$ cat config.mk
export PLATFORM = sky130hd
export DESIGN_NAME = rf_frontend_control_outputs
export DESIGN_NICKNAME = d
export VERILOG_FILES = /design/src/core/rf_ctl_pkg.sv /design/src/core/rf_frontend_control_outputs.sv
export VERILOG_INCLUDE_DIRS = /design/src /design/src/core
export SDC_FILE = /design/constraint.sdc
export NUM_CORES = 1
export LEC_CHECK = 0
export ABC_AREA = 1
export BUFFER_PORTS_ARGS = -buffer_cell sky130_fd_sc_hd__clkbuf_2
export CAP_MARGIN = 30
export CORE_UTILIZATION = 51
export DETAILED_ROUTE_END_ITERATION = 8
export GPL_ROUTABILITY_DRIVEN = 0
export PLACE_DENSITY = 0.83
export SLEW_MARGIN = 20
export SYNTH_ARGS = -nofsm -noshare
export SYNTH_HDL_FRONTEND = slang
export SYNTH_SLANG_ARGS = --single-unit
$ cat constraint.sdc
create_clock -name clock -period 2.1 [get_ports clock]
set_clock_uncertainty 0.05 [all_clocks]
set_input_delay 0.525 -clock clock [delete_from_list [all_inputs] [get_ports clock]]
set_output_delay 0.525 -clock clock [all_outputs]
set_load 0.02 [all_outputs]
$ cat src/core/rf_ctl_regs.svh
// Register offsets, field positions, reset values and timing counts
`ifndef RF_CTL_REGS_SVH
`define RF_CTL_REGS_SVH

// ---------------------------------------------------------------
// Register byte offsets
// ---------------------------------------------------------------
`define REG_CTRL      8'h00
`define REG_POWER     8'h04
`define REG_FUNC      8'h08
`define REG_GPIO      8'h0c
`define REG_CHAN      8'h10
`define REG_STATUS    8'h14

// ---------------------------------------------------------------
// Field positions
// ---------------------------------------------------------------
`define CTRL_CAP_BIT  0
`define CTRL_NCD_BIT  1
`define ST_TX_BIT     0
`define ST_RX_BIT     1
`define ST_PA_BIT     2
`define ST_RDY_BIT    3
`define ST_REJ_BIT    4
`define ST_BLK_BIT    5

// ---------------------------------------------------------------
// Codes and reset values
// ---------------------------------------------------------------
`define PWR_MAX       5'h11
`define PWR_CAP_HI    5'h07
`define PWR_CAP_EXTRA 5'h0c
`define PWR_RST       5'h0c
`define CHAN_BLOCKED  5'h1a
`define CHAN_RST      5'h0b

// ---------------------------------------------------------------
// Timing
// ---------------------------------------------------------------
`define CLK_MHZ       10
`define TX_WARM_US    60
`define RX_WARM_US    72
`define TX_WARM_CYC   (`TX_WARM_US * `CLK_MHZ)
`define RX_WARM_CYC   (`RX_WARM_US * `CLK_MHZ)

`endif

$ cat src/core/rf_ctl_pkg.sv
// Types shared by the RF front-end control block
package rf_ctl_pkg;

   // ------------------------------------------------------------
   // Bus request carrier
   // ------------------------------------------------------------
   typedef struct packed {
      logic        cyc;   // Cycle
      logic        stb;   // Strobe
      logic        we;    // Write
      logic [7:0]  adr;   // Byte address
      logic [31:0] dat;   // Write data
      logic [3:0]  sel;   // Byte lanes
   } wb_req_t;

   // ------------------------------------------------------------
   // Radio sequencer states, Gray along the TX path except the ST_TX_WARM to ST_TX_DOWN abort
   // ------------------------------------------------------------
   typedef enum logic [2:0] {
      ST_IDLE    = 3'h0,
      ST_TX_WARM = 3'h1,
      ST_TX_RUN  = 3'h3,
      ST_TX_DOWN = 3'h2,
      ST_RX_WARM = 3'h6,
      ST_RX_RUN  = 3'h7
   } radio_state_t;

   // ------------------------------------------------------------
   // Pin function codes; code 3 behaves as plain GPIO
   // ------------------------------------------------------------
   typedef enum logic [1:0] {
      FN_GPIO = 2'h0,
      FN_TX   = 2'h1,
      FN_RX   = 2'h2,
      FN_RSVD = 2'h3
   } pin_fn_t;

endpackage : rf_ctl_pkg

$ cat src/core/rf_frontend_control_outputs.sv
// RF front-end control outputs, power level and demodulator mode
// Functional notes
// - Power codes 0..0x11; cap allows 0..7, C
// - Cap mode blocks channel 26 entirely
// - Cap mode off after reset
// - Demodulator: chip detect default, noncoherent optional
// - Antenna pins: 00 GPIO, 01 sequencer
// - Enable pins: 00 GPIO, 01 TX, 10 RX
// - TX enable: rest 0 on TX, 1 on RX
// - RX enable: rest 1 on TX, 0 on RX
// - Antenna A low only during receive
// - Antenna B low only during transmit
// - Control asserts when TX sequencer starts
// - TX warm-up 60 us before PA ramp
// - TX control drops when sequencer idles
// - Control asserts when RX sequencer starts
// - RX warm-up 72 us before ready
// - RX control drops when sequencer idles
// - Each transmit waits for VCO lock
// - Low power: pins float as inputs
//
// Added by the designer: the Wishbone interface to the registers and the register addresses.
`timescale 1ns/10ps
`default_nettype none
`include "rf_ctl_regs.svh"

module rf_frontend_control_outputs
   import rf_ctl_pkg::*;
(
   input  wire logic        clock,        // 10 MHz clock
   input  wire logic        sys_rst,      // Sync reset
   input  wire logic        ce,           // Clock enable
   input  wire wb_req_t     wb_req,       // Bus request
   output logic [31:0]      wb_dat_o,     // Read data
   output logic             wb_ack_o,     // Acknowledge
   input  wire logic        tx_req,       // Transmit request
   input  wire logic        rx_req,       // Receive or CCA request
   input  wire logic        vco_lock,     // VCO locked
   input  wire logic        low_power,    // Low-power mode
   input  wire logic [3:0]  pin_in,       // Pin levels
   output logic [3:0]       pin_out,      // Pin drive values
   output logic [3:0]       pin_oe,       // Pin drive enables
   output logic             vco_en,       // VCO enable
   output logic             pa_ramp,      // PA at selected power
   output logic             rx_ready,     // Receiver ready
   output logic [4:0]       power_level,  // Power level code
   output logic             demod_ncd,    // Noncoherent detect mode
   output logic             tx_active,    // TX sequencer active
   output logic             rx_active     // RX sequencer active
);

   // ---------------------------------------------------------------
   // Constants
   // ---------------------------------------------------------------
   localparam logic [9:0] TX_LAST = 10'(`TX_WARM_CYC - 1);  // Last TX warm count
   localparam logic [9:0] RX_LAST = 10'(`RX_WARM_CYC - 1);  // Last RX warm count

   // ---------------------------------------------------------------
   // Functions
   // ---------------------------------------------------------------
   // Code allowed under the current cap setting
   function automatic logic level_ok(input logic [4:0] code, input logic cap);
      level_ok = (code <= `PWR_MAX) &&
                 (!cap || code <= `PWR_CAP_HI || code == `PWR_CAP_EXTRA);
   endfunction : level_ok

   // Sequencer drive {control, value} for one pin
   function automatic logic [1:0] pin_ctl(input int idx, input pin_fn_t fn,
                                          input logic tx, input logic rx);
      logic [1:0] r;
      r = 2'h0;
      unique case (idx)
         0: r = {fn == FN_TX, ~rx};
         1: r = {fn == FN_TX, ~tx};
         2: r = {fn == FN_TX || fn == FN_RX,
                 (fn == FN_TX) ? tx : ~rx};
         default: r = {fn == FN_TX || fn == FN_RX,
                       (fn == FN_TX) ? ~tx : rx};
      endcase
      return r;
   endfunction : pin_ctl

   // ---------------------------------------------------------------
   // Registers
   // ---------------------------------------------------------------
   logic          cap_q;        // Power cap mode
   logic          ncd_q;        // Demodulator mode
   logic [4:0]    level_q;      // Power level
   pin_fn_t       fn_q [4];     // Pin functions
   logic [3:0]    gpo_q;        // GPIO values
   logic [3:0]    gpoe_q;       // GPIO enables
   logic [4:0]    chan_q;       // Channel number
   logic          rej_q;        // Rejected level write
   logic          blk_q;        // Blocked channel request
   logic          ack_q;        // Bus acknowledge
   logic [31:0]   dat_q;        // Read data
   radio_state_t  state_q;      // Sequencer state
   radio_state_t  state_d;      // Next state
   logic [9:0]    cnt_q;        // Warm-up counter
   logic [3:0]    pout_q;       // Pin values
   logic [3:0]    poe_q;        // Pin enables
   logic          wr;           // Write commits
   logic          wr_lvl_bad;   // Rejected level write
   logic          chan_block;   // Start is blocked
   logic          tx_d;         // Next TX active
   logic          rx_d;         // Next RX active
   logic [31:0]   rd;           // Read mux

   // ---------------------------------------------------------------
   // Bus slave
   // ---------------------------------------------------------------
   // Write takes effect on the edge that the master sees ack
   assign wr = wb_req.cyc && wb_req.stb && wb_req.we && ack_q && wb_req.sel[0];

   // Ack one cycle after strobe, dropped the next cycle
   always_ff @(posedge clock) begin
      if (sys_rst) begin
         ack_q <= 1'h0;
      end else if (ce) begin
         ack_q <= wb_req.cyc && wb_req.stb && !ack_q;
      end
   end

   // Read mux; unmapped offsets read zero
   always_comb begin
      rd = 32'h0;
      unique case (wb_req.adr)
         `REG_CTRL:   rd = {30'h0, ncd_q, cap_q};
         `REG_POWER:  rd = {27'h0, level_q};
         `REG_FUNC:   rd = {24'h0, fn_q[3], fn_q[2], fn_q[1], fn_q[0]};
         `REG_GPIO:   rd = {20'h0, pin_in, gpoe_q, gpo_q};
         `REG_CHAN:   rd = {27'h0, chan_q};
         `REG_STATUS: rd = {26'h0, blk_q, rej_q, rx_ready, pa_ramp,
                            rx_active, tx_active};
         default:     rd = 32'h0;
      endcase
   end

   // Read data captured with the ack
   always_ff @(posedge clock) begin
      if (sys_rst) begin
         dat_q <= 32'h0;
      end else if (ce && wb_req.cyc && wb_req.stb && !ack_q) begin
         dat_q <= rd;
      end
   end

   assign wb_dat_o = dat_q;
   assign wb_ack_o = ack_q;

   // ---------------------------------------------------------------
   // Control register
   // ---------------------------------------------------------------
   // Cap and demodulator mode, both off at reset
   always_ff @(posedge clock) begin
      if (sys_rst) begin
         cap_q <= 1'h0;
         ncd_q <= 1'h0;
      end else if (ce && wr && wb_req.adr == `REG_CTRL) begin
         cap_q <= wb_req.dat[`CTRL_CAP_BIT];
         ncd_q <= wb_req.dat[`CTRL_NCD_BIT];
      end
   end

   // ---------------------------------------------------------------
   // Power level
   // ---------------------------------------------------------------
   assign wr_lvl_bad = wr && wb_req.adr == `REG_POWER &&
                       !level_ok(wb_req.dat[4:0], cap_q);

   // Level kept on reject; clamped when cap turns on over it
   always_ff @(posedge clock) begin
      if (sys_rst) begin
         level_q <= `PWR_RST;
      end else if (ce) begin
         if (wr && wb_req.adr == `REG_POWER && !wr_lvl_bad) begin
            level_q <= wb_req.dat[4:0];
         end else if (cap_q && !level_ok(level_q, 1'h1)) begin
            level_q <= `PWR_CAP_EXTRA;
         end
      end
   end

   // ---------------------------------------------------------------
   // Pin function, GPIO and channel registers
   // ---------------------------------------------------------------
   // Function codes, GPIO by default
   always_ff @(posedge clock) begin
      if (sys_rst) begin
         fn_q <= '{FN_GPIO, FN_GPIO, FN_GPIO, FN_GPIO};
      end else if (ce && wr && wb_req.adr == `REG_FUNC) begin
         for (int i = 0; i < 4; i++) begin
            fn_q[i] <= pin_fn_t'(wb_req.dat[2*i +: 2]);
         end
      end
   end

   // Plain GPIO drive
   always_ff @(posedge clock) begin
      if (sys_rst) begin
         gpo_q  <= 4'h0;
         gpoe_q <= 4'h0;
      end else if (ce && wr && wb_req.adr == `REG_GPIO) begin
         gpo_q  <= wb_req.dat[3:0];
         gpoe_q <= wb_req.dat[7:4];
      end
   end

   // Channel number
   always_ff @(posedge clock) begin
      if (sys_rst) begin
         chan_q <= `CHAN_RST;
      end else if (ce && wr && wb_req.adr == `REG_CHAN) begin
         chan_q <= wb_req.dat[4:0];
      end
   end

   // ---------------------------------------------------------------
   // Sticky status flags, set wins over clear
   // ---------------------------------------------------------------
   always_ff @(posedge clock) begin
      if (sys_rst) begin
         rej_q <= 1'h0;
         blk_q <= 1'h0;
      end else if (ce) begin
         rej_q <= (rej_q && !(wr && wb_req.adr == `REG_STATUS &&
                   wb_req.dat[`ST_REJ_BIT])) || wr_lvl_bad;
         blk_q <= (blk_q && !(wr && wb_req.adr == `REG_STATUS &&
                   wb_req.dat[`ST_BLK_BIT])) ||
                  (state_q == ST_IDLE && chan_block);
      end
   end

   // ---------------------------------------------------------------
   // Radio sequencer
   // ---------------------------------------------------------------
   // Any request on channel 26 under cap is refused
   assign chan_block = cap_q && chan_q == `CHAN_BLOCKED && (tx_req || rx_req);

   // Next state
   always_comb begin
      state_d = state_q;
      unique case (state_q)
         ST_IDLE: begin
            if (tx_req && !chan_block) begin
               state_d = ST_TX_WARM;
            end else if (rx_req && !chan_block) begin
               state_d = ST_RX_WARM;
            end
         end
         ST_TX_WARM: begin
            if (!tx_req) begin
               state_d = ST_TX_DOWN;
            end else if (cnt_q >= TX_LAST && vco_lock) begin
               state_d = ST_TX_RUN;
            end
         end
         ST_TX_RUN: begin
            if (!tx_req) begin
               state_d = ST_TX_DOWN;
            end
         end
         ST_TX_DOWN: state_d = ST_IDLE;
         ST_RX_WARM: begin
            if (!rx_req) begin
               state_d = ST_IDLE;
            end else if (cnt_q >= RX_LAST) begin
               state_d = ST_RX_RUN;
            end
         end
         ST_RX_RUN: begin
            if (!rx_req) begin
               state_d = ST_IDLE;
            end
         end
         default: state_d = ST_IDLE;
      endcase
   end

   // State register
   always_ff @(posedge clock) begin
      if (sys_rst) begin
         state_q <= ST_IDLE;
      end else if (ce) begin
         state_q <= state_d;
      end
   end

   // Warm-up counter, saturating, cleared outside warm-up
   always_ff @(posedge clock) begin
      if (sys_rst) begin
         cnt_q <= 10'h0;
      end else if (ce) begin
         if (state_q != ST_TX_WARM && state_q != ST_RX_WARM) begin
            cnt_q <= 10'h0;
         end else if (cnt_q != 10'h3ff) begin
            cnt_q <= cnt_q + 10'h1;
         end
      end
   end

   assign tx_d        = state_d inside {ST_TX_WARM, ST_TX_RUN, ST_TX_DOWN};
   assign rx_d        = state_d inside {ST_RX_WARM, ST_RX_RUN};
   assign tx_active   = state_q inside {ST_TX_WARM, ST_TX_RUN, ST_TX_DOWN};
   assign rx_active   = state_q inside {ST_RX_WARM, ST_RX_RUN};
   assign vco_en      = tx_active || rx_active;
   assign pa_ramp     = state_q == ST_TX_RUN;
   assign rx_ready    = state_q == ST_RX_RUN;
   assign power_level = level_q;
   assign demod_ncd   = ncd_q;

   // ---------------------------------------------------------------
   // Pin drivers, aligned with the state register
   // ---------------------------------------------------------------
   for (genvar g = 0; g < 4; g++) begin : g_pin
      logic [1:0] c;                                      // {control, value}
      assign c = pin_ctl(g, fn_q[g], tx_d, rx_d);
      always_ff @(posedge clock) begin
         if (sys_rst) begin
            pout_q[g] <= 1'h0;
            poe_q[g]  <= 1'h0;
         end else if (ce) begin
            pout_q[g] <= c[1] ? c[0] : gpo_q[g];
            poe_q[g]  <= c[1] || gpoe_q[g];
         end
      end
   end

   // Low power releases every pin at once
   assign pin_out = pout_q;
   assign pin_oe  = low_power ? 4'h0 : poe_q;

   // ---------------------------------------------------------------
   // Assertions
   // ---------------------------------------------------------------
   a_level_range: assert property (@(posedge clock) disable iff (sys_rst)
      level_q <= `PWR_MAX) else $error("power level above top code");
   a_cap_level: assert property (@(posedge clock) disable iff (sys_rst)
      cap_q && ce && !wr |=> level_ok(level_q, 1'h1))
      else $error("capped level not allowed");
   a_chan_block: assert property (@(posedge clock) disable iff (sys_rst)
      state_q == ST_IDLE && chan_block |=> state_q == ST_IDLE)
      else $error("blocked channel started");
   a_reset_modes: assert property (@(posedge clock)
      sys_rst |=> !cap_q && !ncd_q) else $error("modes not off after reset");
   a_txen_tx: assert property (@(posedge clock) disable iff (sys_rst)
      fn_q[2] == FN_TX && $stable(fn_q[2]) |-> pout_q[2] == tx_active)
      else $error("tx enable wrong in tx mode");
   a_rxen_rx: assert property (@(posedge clock) disable iff (sys_rst)
      fn_q[3] == FN_RX && $stable(fn_q[3]) |-> pout_q[3] == rx_active)
      else $error("rx enable wrong in rx mode");
   a_ant_a_rx: assert property (@(posedge clock) disable iff (sys_rst)
      fn_q[0] == FN_TX && $stable(fn_q[0]) |-> pout_q[0] == !rx_active)
      else $error("antenna a wrong");
   a_ant_b_tx: assert property (@(posedge clock) disable iff (sys_rst)
      fn_q[1] == FN_TX && $stable(fn_q[1]) |-> pout_q[1] == !tx_active)
      else $error("antenna b wrong");
   a_tx_warm_len: assert property (@(posedge clock) disable iff (sys_rst)
      $rose(pa_ramp) |-> $past(cnt_q) >= TX_LAST && $past(vco_lock))
      else $error("pa ramped early");
   a_rx_warm_len: assert property (@(posedge clock) disable iff (sys_rst)
      $rose(rx_ready) |-> $past(cnt_q) >= RX_LAST)
      else $error("receiver ready early");
   a_tx_drop: assert property (@(posedge clock) disable iff (sys_rst)
      $fell(tx_active) |-> $past(state_q) == ST_TX_DOWN && !pa_ramp)
      else $error("tx dropped before pa down");
   a_low_power: assert property (@(posedge clock) disable iff (sys_rst)
      low_power |-> pin_oe == 4'h0) else $error("pin driven in low power");

   c_tx_run: cover property (@(posedge clock) disable iff (sys_rst)
      $rose(pa_ramp));
   c_rx_run: cover property (@(posedge clock) disable iff (sys_rst)
      $rose(rx_ready));
   c_reject: cover property (@(posedge clock) disable iff (sys_rst)
      $rose(rej_q));
   c_block: cover property (@(posedge clock) disable iff (sys_rst)
      $rose(blk_q));

endmodule : rf_frontend_control_outputs
`default_nettype wire

==> out/summary.txt, run 1 <==
Status: finished clean
First-pass GRT wire length: 13.95 mm
Achievable Freq: 510.1 MHz
Synth Register Bits: 64
CORE AREA: 6350 um^2
DRC viols: 0
Hold EP: wb_dat_o[8]
Vias: 3317
Largest net degree at the start of global routing: 30
Critical Path RT: 1.52 ns
Switching part of the total: 25.55%
Simple-gate share of the synthesized area: 27.82%
N_diodes: 0
Num rows: 29
CTS tree: built
Fin cells: 628
Cts bufs inserted: 9
Clock power frac: 43.1%
Gr usage total: 25.02%
Post-synthesis async set-or-reset flop share: 0%
Crit start category: register
Die Y: 82.95 um
Max-Cap Viols: 0
Mapped Cells: 472
# port buffers: 62
Distinct cell type count after synthesis: 37
Chip width: 82.95 um
Tcrit/Tclk final: 93.35%
Internal power: 1.964 mW
DIE AREA: 6881 um^2
RSZ-0062 raised after global routing: false
Flop pwr share: 47.0%
Largest cells by area after synthesis: dfxtp_1, nand2_1, a21oi_1
Slew HR: 56.91%
CP max stage cell: dfxtp_1
R2r endpoint: cnt_q[8]
Ys flop type: dfxtp_1
Slowest cell delay on critical path: 0.44 ns
Pwr Total: 2.638 mW
Largest area contributor in the netlist: dfxtp_1
CP Max Fanout: 5
Layout cells sized above 1: 22.69%
Crit path kind: reg2out
Compound-Gate Fraction of Synth Area: 19.02%
Crit path capture type: output port
Area of the multi-input gates: 1695 um^2
Vias in the first global route: 3124
XOR/XNOR Fraction of Synth Area: 0.5241%
Comb pwr share: 9.9%
LEAKAGE: 1.740 nW
Reg2Reg Setup Slack: 0.37 ns
Net switching power: 0.6740 mW
Most instantiated library cell after synthesis: nand2_1
Postcts setup bufs: 0
Fin crit period: 1.960 ns
Post-Route WL: 8.304 mm
Drt wl/cell: 13.22 um
Initial antenna violation count: 0
PD cells: 670.5 nW/um^2
CTS Root Cell: clkbuf_8
Sum of negative setup slack: 0 ns
Ports: 110
Via/cell ratio: 5.282
FF-to-FF path depth: 11
Top post-synthesis cells by count: nand2_1, dfxtp_1, inv_1
CTS resizes: 0
Post-synth top area share: 38.34%
Layout Nets: 608
CP startpoint: state_q[1]
Clk slew on worst S/H paths: 0.07 ns
Cts hold-fix bufs: 0
Post-synth EDFFs: 0
Warnings from Yosys: 0
Avg Inst Size Synth: 7.080 um^2
Min-Delay Startpoint: pin_in[0]
TritonRoute pass-1 iters: 5
Seq. cell area: 1281 um^2
Clock buffer depth: 2
Combinational family with the most area after synthesis: simple AND/OR/NAND/NOR gates
Initial DRC count: 276
Clock sinks: 64
Clock latency on the worst-skew pair: 0.34 ns
Starting density of the core: 52.63%
Filler Cell Count: 575
Mux share of post-synthesis cell area: 0%
Worst path cell trace: inv_2 -> a21oi_1 -> clkbuf_2
Final HPWL DP: 6.233 mm
CTS HTree Levels: 3
Sequential-to-total area share from yosys stat: 38.34%
Area Growth Syn to Fin: 17.71%
Final Hold Violating Endpoints: 0
Worst EP arrival: 1.39 ns
Placed cells: 613
Synthesized cell area: 3342 um^2
Hold depth: 3
Post-synthesis adder-cell area fraction: 1.123%
Hold/Removal Path Class: in2reg
Final setup fails: 0
Grt total ovfl: 0
Min Hold Slack: 0.3563 ns
Worst-Margin Slew: 0.6380 ns
Launch point of the worst reg-to-reg path: cnt_q[0]
Routed Antenna Nets: 0
Fin. max-slew vios: 0
VDD IR-drop max: 639.4 uV
## cell families (layout without fill, tap and decap cells)
kind of cell | after synthesis | in the layout
other | 1 | 20
and+or+nand+nor | 190 | 190
xor gates and xnor gates | 2 | 2
adders and majority gates | 3 | 3
DFF | 64 | 64
buffers and inverters | 95 | 155
AOI/OAI and AO/OA | 117 | 117
## worst max-delay path: cells and delay by family, from the launching register on
family / cells / cell delay [ns]
AOI/OAI and AO/OA: 1 / 0.28
buffers and inverters: 2 / 0.33
DFF: 1 / 0.44
## metrics by stage
stage / area (um^2) / util [%] / setup WS, ns
floorplan: 3413 / - / 0.3800
detailed placement: 3725 / 58.66 / 0.1136
global placement: 3725 / 58.66 / 0.1387
finish: 3934 / 61.95 / 0.1397
CTS: 3934 / 61.95 / 0.1072
global route: 3934 / 61.95 / 0.05939
## layer usage
metal  GRT usage, %  vias up  wire, um
met5              0        -         0
met3          7.157       22       718
met1          30.66     1472      3473
met4          11.29        0       253
li1               -     1662         -
met2          40.69      161      3858
## area by class of cell
cell class,instances,share of cell area (%)
Tap cell,77,2.449
Multi-Input combinational cell,332,43.10
Inverter,65,6.202
Clock buffer,9,3.149
Clock inverter,6,2.163
Timing Repair Buffer,75,10.37
Sequential cell,64,32.57
## how the worst max path moves through the flow
stage | end | slack, ns
finish | tx_active | 0.14
global route | tx_active | 0.06
CTS | tx_active | 0.11
detailed placement | wb_dat_o[4] | 0.11
global placement | wb_dat_o[4] | 0.14
floorplan | fn_q[1] | 0.38
## flip-flops by register name, indices dropped and copies added, names as in the netlist, 5 cells and up
| name | flops |
|---|---|
| power_level | 5 |
| cnt_q | 10 |
| wb_dat_o | 12 |
| chan_q | 5 |
| fn_q | 8 |
## power groups by stage
stage / combinational (mW) / clock, mW / sequential (mW)
6_report: 0.262 / 1.14 / 1.24
2_1_floorplan: 0.181 / 0 / 1.27
4_1_cts: 0.260 / 1.16 / 1.24
5_1_grt: 0.288 / 1.21 / 1.24
3_3_place_gp: 0.255 / 0 / 1.27
3_5_place_dp: 0.259 / 0 / 1.27
## placed cells by master (no fill, tap or decap), drive strengths merged, types with 5 or more instances in the layout
master | netlist | routed
dfxtp | 64 | 64
nand2 | 98 | 98
nor2 | 48 | 48
inv | 62 | 62
clkbuf | 8 | 71
a21oi | 49 | 49
nand4 | 6 | 6
o21ai | 50 | 50
clkinv | 3 | 5
nand3 | 21 | 21
o211ai | 6 | 6
nor3 | 11 | 11
buf | 22 | 13
conb | 1 | 20
Power figures use the tool's default switching activity.
==> inputs of run 2 (changes only) <==
Settings changed: ABC_AREA 1 to not set, CORE_MARGIN set to 2, CORE_UTILIZATION 51 to 35, PLACE_DENSITY 0.83 to 0.62.
==> run 2 against run 1 <==
Effect of this change: routed wire length rose by 14%; clock power fell by 14%; combinational power rose by 8.8%; first-iteration DRC count fell by 11%; hold slack improved by 0.0041 ns; largest power group unchanged; utilization fell by 19 points; register-to-register slack got worse by 0.29 ns; fmax fell by 2.7%; critical endpoint is now pin_out[3]; highest routed layer unchanged; area after synthesis rose by 2.5%; synthesized cell count fell by 13%; global-route usage fell by 6.6 points.
==> out/summary.txt, run 2 <==
Status: finished clean
Layout cells sized above 1: 25.46%
First-pass GRT wire length: 15.04 mm
Area of the multi-input gates: 1933 um^2
Most frequent cells in the layout: dfxtp_1, clkbuf_2, nor2_1
Clock sinks: 64
TritonRoute pass-1 iters: 5
Max reg flops: 12
# port buffers: 62
Grt total ovfl: 0
Routed length on met3: 598 um
Slowest cell delay on critical path: 0.44 ns
DRC viols: 0
Critical Path RT: 2.32 ns
Min-Delay Startpoint: pin_in[3]
CTS HTree Levels: 3
CTS Root Cell: clkbuf_8
CORE AREA: 9639 um^2
Net switching power: 0.7293 mW
Via/cell ratio: 5.191
Crit path capture type: register
VDD IR-drop max: 257.1 uV
Largest cells by area after synthesis: dfxtp_1, nor2_1, nand2_1
Fin util: 42.65%
Clk slew on worst S/H paths: 0.08 ns
Pwr Total: 2.504 mW
Clock power frac: 39.2%
Area Growth Syn to Fin: 20.06%
DR WL met2: 4.209 mm
Post-synth EDFFs: 0
Worst-Margin Slew: 0.5534 ns
Pre-CTS setup slack: -0.1636 ns
FF-to-FF path depth: 6
Post-synthesis async set-or-reset flop share: 0%
Switching part of the total: 29.12%
R2r endpoint: pin_out[3]
Launch point of the worst reg-to-reg path: cnt_q[0]
Vias: 3239
Max Used Layer: met4
Flop pwr share: 49.5%
Crit path kind: reg2reg
Warnings from Yosys: 0
Worst EP arrival: 2.23 ns
Dpl cell area: 3910 um^2
Post-synth top area share: 37.41%
Post-Route M1 WL: 4.478 mm
Postcts setup bufs: 0
CP max stage cell: or4_4
CTS tree: built
PD cells: 609.0 nW/um^2
RSZ-0062 raised after global routing: true
Tcrit/Tclk final: 95.98%
Final HPWL DP: 7.010 mm
Layout Nets: 547
Vias in the first global route: 3041
Final setup fails: 0
Fin crit period: 2.016 ns
Synth Register Bits: 64
Top post-synthesis cells by count: dfxtp_1, nor2_1, nand2_1
Max-Cap Viols: 0
Starting density of the core: 35.53%
Routed Antenna Nets: 0
Hold depth: 3
Internal power: 1.775 mW
Fin cells: 624
Placed cells: 608
Most instantiated library cell after synthesis: dfxtp_1
Die Y: 102.9 um
Min Hold Slack: 0.3603 ns
Gr usage total: 18.42%
Largest net degree at the start of global routing: 35
Ys flop type: dfxtp_1
Achievable Freq: 496.1 MHz
Mapped Cells: 409
Hold EP: wb_dat_o[11]
Slew HR: 62.85%
Comb pwr share: 11.4%
Post-Layout Inst Area: 4111 um^2
Worst path cell trace: ha_1 -> and3_1 -> or4_4 -> a211oi_4 -> nand4_1 -> a311oi_2
DIE AREA: 10590 um^2
Fin. max-slew vios: 0
Clock latency on the worst-skew pair: 0.35 ns
Hold/Removal Path Class: in2reg
Seq. cell area: 1282 um^2
Num rows: 36
N_diodes: 0
CP Max Fanout: 4
Setup WS post-layout: 0.08446 ns
Initial antenna violation count: 0
Most common cell after layout, fill and taps aside: dfxtp_1
Chip width: 102.9 um
Cts bufs inserted: 9
Distinct cell type count after synthesis: 65
Ports: 110
Largest area contributor in the netlist: dfxtp_1
Final Hold Violating Endpoints: 0
Reg2Reg Setup Slack: 0.08 ns
Clock buffer depth: 2
LEAKAGE: 1.678 nW
Sum of negative setup slack: 0 ns
Drt wl/cell: 15.11 um
Synthesized cell area: 3425 um^2
Avg Inst Size Synth: 8.373 um^2
Sequential-to-total area share from yosys stat: 37.41%
Filler Cell Count: 977
Initial DRC count: 246
Post-Route WL: 9.431 mm
Crit start category: register
run 2: worst max-delay path by stage:
stage | startpoint | endpoint | slack (ns)
5_1_grt | cnt_q[0] | pin_out[3] | -0.02
6_report | cnt_q[0] | pin_out[3] | 0.08
3_5_place_dp | wb_req[43] | demod_ncd | -0.16
2_1_floorplan | wb_req[43] | cap_q | 0.04
3_3_place_gp | wb_req[43] | cap_q | -0.12
4_1_cts | cnt_q[0] | pin_out[1] | 0.07
run 2: critical path: cells and delay by family, from the launching register on:
| family | cells | cell delay (ns) |
|---|---|---|
| AO/OA/AOI/OAI | 2 | 0.56 |
| adder cells (fa/ha/maj) | 1 | 0.20 |
| flip-flops | 1 | 0.34 |
| AND/OR/NAND/NOR | 3 | 0.79 |
run 2: power by group through the flow:
stage	Combinational [mW]	Clock, mW	Sequential, mW
5_1_grt	0.312	1.04	1.24
6_report	0.285	0.981	1.24
3_5_place_dp	0.277	0	1.27
4_1_cts	0.278	0.995	1.24
3_3_place_gp	0.274	0	1.27
2_1_floorplan	0.200	0	1.26
run 2: cell families (layout without fill, tap and decap cells):
logic type                 count (synthesis)  count (layout)  synth area share (%)
muxes                                     20              20                 6.759
other                                      1              20                0.1095
and+or+nand+nor                          181             181                 27.29
buffers and inverters                     52             115                 8.988
DFF                                       64              64                 37.41
AOI/OAI and AO/OA                         83              83                 17.06
adders and majority gates                  3               3                 1.096
xor gates and xnor gates                   5               5                 1.279
run 2: final cells by class:
cell class / count / area share [%]
Clock buffer: 11 / 3.439
Clock inverter: 5 / 0.7912
Inverter: 12 / 1.096
Multi-Input combinational cell: 312 / 47.02
Sequential cell: 64 / 31.19
Tap cell: 133 / 4.047
Timing Repair Buffer: 87 / 12.42
run 2: what timing repair did:
item | CTS | global route
setup endpoints to repair | 0 | 4
resized for setup | 0 | 6
hold buffers | 0 | 0
run 2: metal layers:
metal	vias up	GRT usage [%]
met2	126	28.07
met5	-	0
li1	1589	-
met1	1510	25.56
met3	14	3.932
met4	0	6.984
